## config.mk

```make
export PLATFORM = sky130hd
export DESIGN_NAME = cfh_config_handshake
export DESIGN_NICKNAME = d
export VERILOG_FILES = /design/src/design/cfh_pkg.sv /design/src/design/cfh_cycle_timer.sv /design/src/design/cfh_od_driver.sv /design/src/design/cfh_config_handshake.sv
export SDC_FILE = /design/constraint.sdc
export NUM_CORES = 1
export LEC_CHECK = 0
export CORE_MARGIN = 4
export CORE_UTILIZATION = 55
export CTS_CLUSTER_SIZE = 40
export DETAILED_ROUTE_END_ITERATION = 12
export DONT_BUFFER_PORTS = 1
export PLACE_DENSITY_LB_ADDON = 0.12
export SYNTH_ARGS = -nofsm -noshare
export SYNTH_HDL_FRONTEND = slang
export SYNTH_HIERARCHICAL = 1
export SYNTH_SLANG_ARGS = --single-unit
```

## constraint.sdc

```tcl
create_clock -name SYS_CLK -period 5.1 [get_ports SYS_CLK]
set_clock_uncertainty 0.1 [all_clocks]
set_input_delay 0.51 -clock SYS_CLK [delete_from_list [all_inputs] [get_ports SYS_CLK]]
set_output_delay 0.51 -clock SYS_CLK [all_outputs]
set_load 0.05 [all_outputs]
```

## src/design/cfh_pkg.sv

```systemverilog
// Shared constants and types for the configuration status handshake
package cfh_pkg;

    // Clock and timing
    localparam int CFH_CLK_PERIOD_NS = 20;
    localparam int CFH_TIMER_W = 16;
    localparam int CFH_POR_TIME_NS_DEF = 100000;
    localparam int CFH_INIT_CYCLES_DEF = 64;

    // Pin levels
    localparam logic CFH_PIN_LOW = 1'h0;
    localparam logic CFH_DRIVE = 1'h1;
    localparam logic CFH_RELEASE = 1'h0;
    localparam logic CFH_SELECT_OFF_N = 1'h1;
    localparam logic CFH_SELECT_ON_N = 1'h0;

    // Controller states
    typedef enum {
        CFH_ST_POR_ARM,
        CFH_ST_POR_WAIT,
        CFH_ST_RELOAD,
        CFH_ST_IDLE,
        CFH_ST_LOAD,
        CFH_ST_RELEASE,
        CFH_ST_INIT,
        CFH_ST_USER,
        CFH_ST_ERROR
    } cfh_state_e;

    // Events from the configuration data path
    typedef struct packed {
        logic image_done;
        logic error;
    } cfh_data_s;

    // One open-drain or user pin as seen at the port
    typedef struct packed {
        logic out;
        logic oe;
    } cfh_pin_s;

endpackage : cfh_pkg

```

## src/design/cfh_cycle_timer.sv

```systemverilog
// Loadable down counter that flags expiry of a cycle count
module cfh_cycle_timer (
    // Clock and reset
    input wire logic clk,
    input wire logic rst_n,
    // Control
    input wire logic start,
    input wire logic [cfh_pkg::CFH_TIMER_W-1:0] count,
    // Status
    output logic expired
);
    import cfh_pkg::*;

    logic [CFH_TIMER_W-1:0] cnt;
    wire logic running = (cnt != '0);
    wire logic last = (cnt == CFH_TIMER_W'(1));

    always_ff @(posedge clk) begin
        if (!rst_n) begin
            cnt <= '0;
            expired <= 1'h0;
        end else if (start) begin
            cnt <= count;
            expired <= 1'h0;
        end else if (running) begin
            cnt <= cnt - CFH_TIMER_W'(1);
            expired <= last;
        end
    end

endmodule : cfh_cycle_timer

```

## src/design/cfh_od_driver.sv

```systemverilog
// Registered driver for an open-drain pin that may become user I/O
module cfh_od_driver #(
    parameter logic RESET_DRIVE = 1'h0
) (
    // Clock and reset
    input wire logic clk,
    input wire logic rst_n,
    // Control
    input wire logic drive_low,
    input wire logic use_user,
    input wire cfh_pkg::cfh_pin_s user_pin,
    // Pin
    output cfh_pkg::cfh_pin_s pin
);
    import cfh_pkg::*;

    wire logic next_out = use_user ? user_pin.out : CFH_PIN_LOW;
    wire logic next_oe = use_user ? user_pin.oe : drive_low;

    always_ff @(posedge clk) begin
        if (!rst_n) begin
            pin.out <= CFH_PIN_LOW;
            pin.oe <= RESET_DRIVE;
        end else begin
            pin.out <= next_out;
            pin.oe <= next_oe;
        end
    end

endmodule : cfh_od_driver

```

## src/design/cfh_config_handshake.sv

```systemverilog
// Status, load-complete and chain handshake of the configuration controller

//
// Contract
// - Drive status line low on configuration error
// - External status low during load enters error
// - Status line ignored once in user mode
// - Hold load-complete low before and during load
// - Release load-complete when image done, no error
// - Initialise only after load-complete seen high
// - Load-complete low in user mode is ignored
// - Chain enable low needed; high blocks configuration
// - Drive chain output low once configured
// - Chain output off makes pin user I/O
// - Memory select active in serial/parallel modes
// - Reload low discards, resets, tri-states; high reconfigures
// - Status driven low from power-up until reset interval
module cfh_config_handshake #(
    parameter int POR_TIME_NS = cfh_pkg::CFH_POR_TIME_NS_DEF,
    parameter int INIT_CYCLES = cfh_pkg::CFH_INIT_CYCLES_DEF
) (
    // Clock and reset
    input wire logic SYS_CLK,
    input wire logic RST_N,
    // Reload request and chain enable inputs
    input wire logic RELOAD_REQUEST_N,
    input wire logic CHAIN_ENABLE_IN_N,
    // Mode selection and options
    input wire logic ACTIVE_SERIAL_MODE,
    input wire logic ACTIVE_PARALLEL_MODE,
    input wire logic CHAIN_OUT_OPTION_EN,
    // Events from the data path
    input wire cfh_pkg::cfh_data_s DATA_EVENT,
    // Status line, open drain
    input wire logic STATUS_IN,
    output cfh_pkg::cfh_pin_s STATUS_PIN,
    // Load-complete line, open drain
    input wire logic LOAD_COMPLETE_IN,
    output cfh_pkg::cfh_pin_s LOAD_COMPLETE_PIN,
    // Chain enable output, open drain or user I/O
    input wire cfh_pkg::cfh_pin_s CHAIN_OUT_USER,
    output cfh_pkg::cfh_pin_s CHAIN_ENABLE_OUT,
    // Configuration memory select
    output logic PARALLEL_MEMORY_SELECT_N,
    // Controller state toward the core
    output logic CFG_ACCEPT,
    output logic IO_TRISTATE,
    output logic USER_MODE,
    output logic CFG_ERROR_STATE
);
    import cfh_pkg::*;

    // Derived cycle counts; the power-on interval rounds up
    localparam int POR_CYCLES_RAW =
        (POR_TIME_NS + CFH_CLK_PERIOD_NS - 1) / CFH_CLK_PERIOD_NS;
    localparam int POR_CYCLES = (POR_CYCLES_RAW < 1) ? 1 : POR_CYCLES_RAW;
    localparam int INIT_CYCLES_MIN = (INIT_CYCLES < 1) ? 1 : INIT_CYCLES;
    localparam logic [CFH_TIMER_W-1:0] POR_COUNT = CFH_TIMER_W'(POR_CYCLES);
    localparam logic [CFH_TIMER_W-1:0] INIT_COUNT =
        CFH_TIMER_W'(INIT_CYCLES_MIN);

    // Controller state
    cfh_state_e state;
    cfh_state_e next_state;

    // Stays high after expiry until the timer is started again
    logic timer_expired;

    // Output levels while held in reset
    localparam logic ACCEPT_RST = 1'h0;
    localparam logic TRISTATE_RST = 1'h1;
    localparam logic USER_RST = 1'h0;
    localparam logic ERROR_RST = 1'h0;

    // Input decode
    wire logic reload_low = !RELOAD_REQUEST_N;
    wire logic chain_enabled = !CHAIN_ENABLE_IN_N;
    wire logic active_mode = ACTIVE_SERIAL_MODE | ACTIVE_PARALLEL_MODE;

    // Own drive must not be mistaken for an outside source
    wire logic status_ext_low = !STATUS_IN && !STATUS_PIN.oe;

    // State decode
    wire logic in_por = (state == CFH_ST_POR_ARM)
        || (state == CFH_ST_POR_WAIT);
    wire logic in_load = (state == CFH_ST_LOAD);
    wire logic in_release = (state == CFH_ST_RELEASE);
    wire logic in_init = (state == CFH_ST_INIT);

    // Phases in which the status line is watched
    wire logic watch_status = in_load || in_release || in_init;
    wire logic status_fault = watch_status && status_ext_low;

    // Data is taken only while the chain enable is held low
    wire logic accept_now = in_load && chain_enabled;

    // Data path events, one-cycle pulses
    wire logic data_error = DATA_EVENT.error;
    wire logic data_done = DATA_EVENT.image_done;
    wire logic load_fault = data_error || status_fault;
    wire logic load_done = accept_now && data_done;

    // Timer starts: power-on interval and initialisation cycle
    // Power-on count loads once, on the edge after reset
    wire logic start_por = (state == CFH_ST_POR_ARM);
    wire logic start_init = in_release && chain_enabled
        && LOAD_COMPLETE_IN && !status_ext_low;
    wire logic timer_start = start_por || start_init;
    wire logic [CFH_TIMER_W-1:0] timer_count =
        start_por ? POR_COUNT : INIT_COUNT;
    // A high chain enable pauses the end of initialisation
    wire logic init_done = timer_expired && chain_enabled;

    // Reload request overrides all but the power-on interval
    wire logic reload_take = reload_low && !in_por;

    // Next-state decode; pins move on the same edge as the state
    // Registered pins would otherwise lag the state flags a cycle
    wire logic next_por = (next_state == CFH_ST_POR_ARM)
        || (next_state == CFH_ST_POR_WAIT);
    wire logic next_load = (next_state == CFH_ST_LOAD);
    wire logic next_release = (next_state == CFH_ST_RELEASE);
    wire logic next_init = (next_state == CFH_ST_INIT);
    wire logic next_user = (next_state == CFH_ST_USER);
    wire logic next_error = (next_state == CFH_ST_ERROR);
    wire logic next_reload = (next_state == CFH_ST_RELOAD);

    // Pin drive decisions
    // Open drain: drive means pull the line low
    wire logic status_drive = next_por || next_error
        || next_reload;
    wire logic done_release = next_release || next_init
        || next_user;
    wire logic done_drive = !done_release;
    wire logic chain_drive = next_user;
    wire logic chain_user = next_user && !CHAIN_OUT_OPTION_EN;

    // Registered output values
    wire logic next_accept = next_load && chain_enabled;
    wire logic next_select_n = (next_accept && active_mode)
        ? CFH_SELECT_ON_N : CFH_SELECT_OFF_N;
    wire logic next_tristate = !next_user;

    always_comb begin
        next_state = state;
        case (state)
            CFH_ST_POR_ARM: begin
                next_state = CFH_ST_POR_WAIT;
            end
            CFH_ST_POR_WAIT: begin
                if (timer_expired) begin
                    next_state = CFH_ST_IDLE;
                end
            end
            CFH_ST_RELOAD: begin
                if (!reload_low) begin
                    next_state = CFH_ST_IDLE;
                end
            end
            CFH_ST_IDLE: begin
                if (chain_enabled) begin
                    next_state = CFH_ST_LOAD;
                end
            end
            CFH_ST_LOAD: begin
                if (load_fault) begin
                    next_state = CFH_ST_ERROR;
                end else if (load_done) begin
                    next_state = CFH_ST_RELEASE;
                end
            end
            CFH_ST_RELEASE: begin
                // Waits for load-complete high with chain enable low; outside status low enters error
                if (status_fault) begin
                    next_state = CFH_ST_ERROR;
                end else if (start_init) begin
                    next_state = CFH_ST_INIT;
                end
            end
            CFH_ST_INIT: begin
                if (status_fault) begin
                    next_state = CFH_ST_ERROR;
                end else if (init_done) begin
                    next_state = CFH_ST_USER;
                end
            end
            CFH_ST_USER: begin
                // Status and load-complete lines play no part here
                next_state = CFH_ST_USER;
            end
            CFH_ST_ERROR: begin
                // No data is taken; only a reload request leaves
                next_state = CFH_ST_ERROR;
            end
            default: begin
                next_state = CFH_ST_POR_ARM;
            end
        endcase
        // Last word goes to the reload request
        if (reload_take) begin
            next_state = CFH_ST_RELOAD;
        end
    end

    // State register
    always_ff @(posedge SYS_CLK) begin
        if (!RST_N) begin
            state <= CFH_ST_POR_ARM;
        end else begin
            state <= next_state;
        end
    end

    // Memory select, active only while data is taken
    always_ff @(posedge SYS_CLK) begin
        if (!RST_N) begin
            PARALLEL_MEMORY_SELECT_N <= CFH_SELECT_OFF_N;
        end else begin
            PARALLEL_MEMORY_SELECT_N <= next_select_n;
        end
    end

    // Data acceptance; never high in the error state
    always_ff @(posedge SYS_CLK) begin
        if (!RST_N) begin
            CFG_ACCEPT <= ACCEPT_RST;
        end else begin
            CFG_ACCEPT <= next_accept;
        end
    end

    // User mode and I/O float
    always_ff @(posedge SYS_CLK) begin
        if (!RST_N) begin
            IO_TRISTATE <= TRISTATE_RST;
            USER_MODE <= USER_RST;
        end else begin
            IO_TRISTATE <= next_tristate;
            USER_MODE <= next_user;
        end
    end

    // Error state flag
    always_ff @(posedge SYS_CLK) begin
        if (!RST_N) begin
            CFG_ERROR_STATE <= ERROR_RST;
        end else begin
            CFG_ERROR_STATE <= next_error;
        end
    end

    // Shared timer for power-on interval and initialisation
    cfh_cycle_timer u_timer (
        .clk(SYS_CLK),
        .rst_n(RST_N),
        .start(timer_start),
        .count(timer_count),
        .expired(timer_expired)
    );

    // Status line, driven low from reset until the power-on interval ends
    cfh_od_driver #(
        .RESET_DRIVE(CFH_DRIVE)
    ) u_status (
        .clk(SYS_CLK),
        .rst_n(RST_N),
        .drive_low(status_drive),
        .use_user(1'h0),
        .user_pin('0),
        .pin(STATUS_PIN)
    );

    // Load-complete line, low until the image is in
    cfh_od_driver #(
        .RESET_DRIVE(CFH_DRIVE)
    ) u_load_complete (
        .clk(SYS_CLK),
        .rst_n(RST_N),
        .drive_low(done_drive),
        .use_user(1'h0),
        .user_pin('0),
        .pin(LOAD_COMPLETE_PIN)
    );

    // Chain enable output or user I/O
    cfh_od_driver #(
        .RESET_DRIVE(CFH_RELEASE)
    ) u_chain_out (
        .clk(SYS_CLK),
        .rst_n(RST_N),
        .drive_low(chain_drive),
        .use_user(chain_user),
        .user_pin(CHAIN_OUT_USER),
        .pin(CHAIN_ENABLE_OUT)
    );

endmodule : cfh_config_handshake

```

==> out/results.ini <==
[synthesis]
ys_seq_area_share_pct=51.1
yosysUniqueCellTypes=49
synthArstFlopShare_pct=0
ys_warn_count=6
synth_area_per_cell_um2=9.56
ys_seq_elements=60
synth_flop_cell=dfxtp_1
synthCells=246
syn_area_um2=2350
synth_enable_flop_cells=0

[clock_tree]
cts_tree=done
clockBufferDepth=2
numCtsBuffers=9
htree_num_levels=3
postCtsSetupBuffers=0
worstSkewPairLatency_ps=330
root_buffer=clkbuf_8
clock_sinks=60
clkTransAtPathRegs_ps=70
hold_buffers=0
ctsResizeCount=0

[critical_path]
cp.arrival_ps=2980
crit_path_max_incr_delay_ps=760
cp.required_ps=5190
crit_family=simple AND/OR/NAND/NOR gates
crit_chain=nor4_1, nand3_1, or2_1, nor4_1, inv_1, nand3_1, o21ai_0
worst-path-max-fanout=12
path_class=flop to flop
cp-start-kind=flop
critPathBufInv=1
critPathCaptureType=flop
slowest_stage=nor4_1

[timing]
fin_setup_tns_ps=0
fin_crit_ps=2880
maxSlewViolCount=0
worst_pin_slew_ps=1080
clock.fmax_mhz=347
finalHoldViolations=0
rsz0062_at_grt=false
setup_viol=0
slew_headroom_pct=27.0
finalCritPeriodShare_pct=56.6

[routing]
via_per_inst=5.02
drc=0
wl_per_cell_um=12.2
num_vias=1757
detail_route.iter0.violations=155
first_pass_iters=4
ant_nets=0
drt-total-wl_um=4290

[layout]
areaGrowthSynthToFinish_pct=16.8
fin_util_pct=67.7
fillCellCount=332
layout_commonest_cell=dfxtp_1
nets=310
drive_gt1_share_pct=9.67
num_antenna_cells=0
final_cells=350
layout_common_cells=dfxtp_1, conb_1, nand2_1

[die]
rows=23
die_y_um=73.4
die_area_um2=5390
core_area_um2=4060
io_pins=24
initial_utilization_pct=58.0
die_w_um=73.4

[global_route]
antenna_found_initial=0
grt_overflow=0
grt_pass1_vias=1633
grt_first_pass_wirelength_um=7330
grt_usage_pct=18.3
grt_max_degree=19

[power_and_ir_drop]
finalPower_mw=1.38
sw_frac_of_total_pct=32.4
clkPwrFrac_pct=29.9
p_per_area_nw_per_um2=503
p_int_mw=0.933
p_leak_nw=1.12
irDropWorstVdd_mv=0.396
power.share.sequential_pct=43.0
power.switching_mw=0.448
pwr-share-comb_pct=27.1

[place]
port_buffers=0
dp_hpwl_um=3060
dpl.cell_count=334
gp_congestion=0.917

[status]
status=completed

[job]
drv_cap=0

[min_path]
hold_path.class=primary input to flop

-- power groups by stage --
stage / logic (mW) / clock network (mW) / registers [mW]
after floorplan: 0.309 / 0 / 0.590
after global placement: 0.356 / 0 / 0.603
after detailed placement: 0.365 / 0 / 0.602
after CTS: 0.373 / 0.424 / 0.593
after global routing: 0.426 / 0.454 / 0.603
final: 0.374 / 0.413 / 0.594
-- metal layers --
metal / vias up / track usage, % / wire, um
li1: 927 / - / -
met1: 798 / 23.3 / 2040
met2: 28 / 27.4 / 1990
met3: 4 / 8.21 / 215
met4: 0 / 6.24 / 41
met5: - / 0 / 0
-- state kept, by name, indices dropped and copies added, names as in the netlist --
signal	flops
u_load_complete/pin	2
u_timer/expired	1
u_timer/cnt	16
CFG_ACCEPT	1
IO_TRISTATE	1
PARALLEL_MEMORY_SELECT_N	1
CFG_ERROR_STATE	1
u_status/pin	2
u_chain_out/pin	2
USER_MODE	1
state	32
-- final cells by class --
class                      instances  area (um^2)  share of cell area, %
sequential                        60         1200                   43.7
multi-input combinational        214         1240                   45.3
inverter                          10         37.5                   1.37
tap                               50         62.6                   2.28
clock buffer                       9          124                   4.51
clock inverter                     7         76.3                   2.78
-- path summary, 6_finish.rpt --
kind	startpoint	cells past startpoint	endpoint	slack, ps
min reg2reg	u_timer/cnt[9]	2	u_timer/cnt[9]	470
min	RST_N	1	u_load_complete/pin[0]	140
max reg2reg	state[11]	7	u_timer/cnt[10]	2220
max	state[11]	7	u_timer/cnt[10]	2220
-- cells by family (layout without fill, tap and decap cells) --
| kind of cell | after synthesis | after routing | synth area share (%) |
|---|---|---|---|
| flip-flops | 60 | 60 | 51.1 |
| adder cells (fa/ha/maj) | 2 | 2 | 1.06 |
| AO/OA/AOI/OAI | 42 | 42 | 11.5 |
| XOR/XNOR | 13 | 13 | 4.84 |
| other | 1 | 46 | 0.159 |
| multiplexers | 7 | 7 | 3.24 |
| buffers and inverters | 17 | 26 | 3.19 |
| AND/OR/NAND/NOR | 104 | 104 | 24.9 |
-- metrics by stage --
step	hold WS [ps]	instance area (um^2)	worst slack [ps]
after floorplan	419	2520	2640
after global placement	451	2550	2380
after detailed placement	462	2550	2190
after CTS	127	2750	2230
after global routing	121	2750	1880
final	142	2750	2220
-- cells in the mapped netlist (all sizes together), types with 3 or more instances --
cell    instances  share of area [%]
and3            4                1.2
or3             7                2.1
nand4           4                1.1
inv            10                1.6
dfxtp          60                 51
buf             4                1.1
nand2b          7                1.9
nand3           5                1.1
o21a            3                1.3
nor3            8                1.7
clkbuf          3               0.48
nor2b           5                1.3
o21ai          22                4.8
nand2          23                3.8
nor4           16                5.2
or2             3               0.80
nor2           14                2.2
xor2            3                1.1
mux2i           5                2.1
xnor2          10                3.7
a21oi           5                1.1
Note: power is estimated with default switching activity, not from simulation.
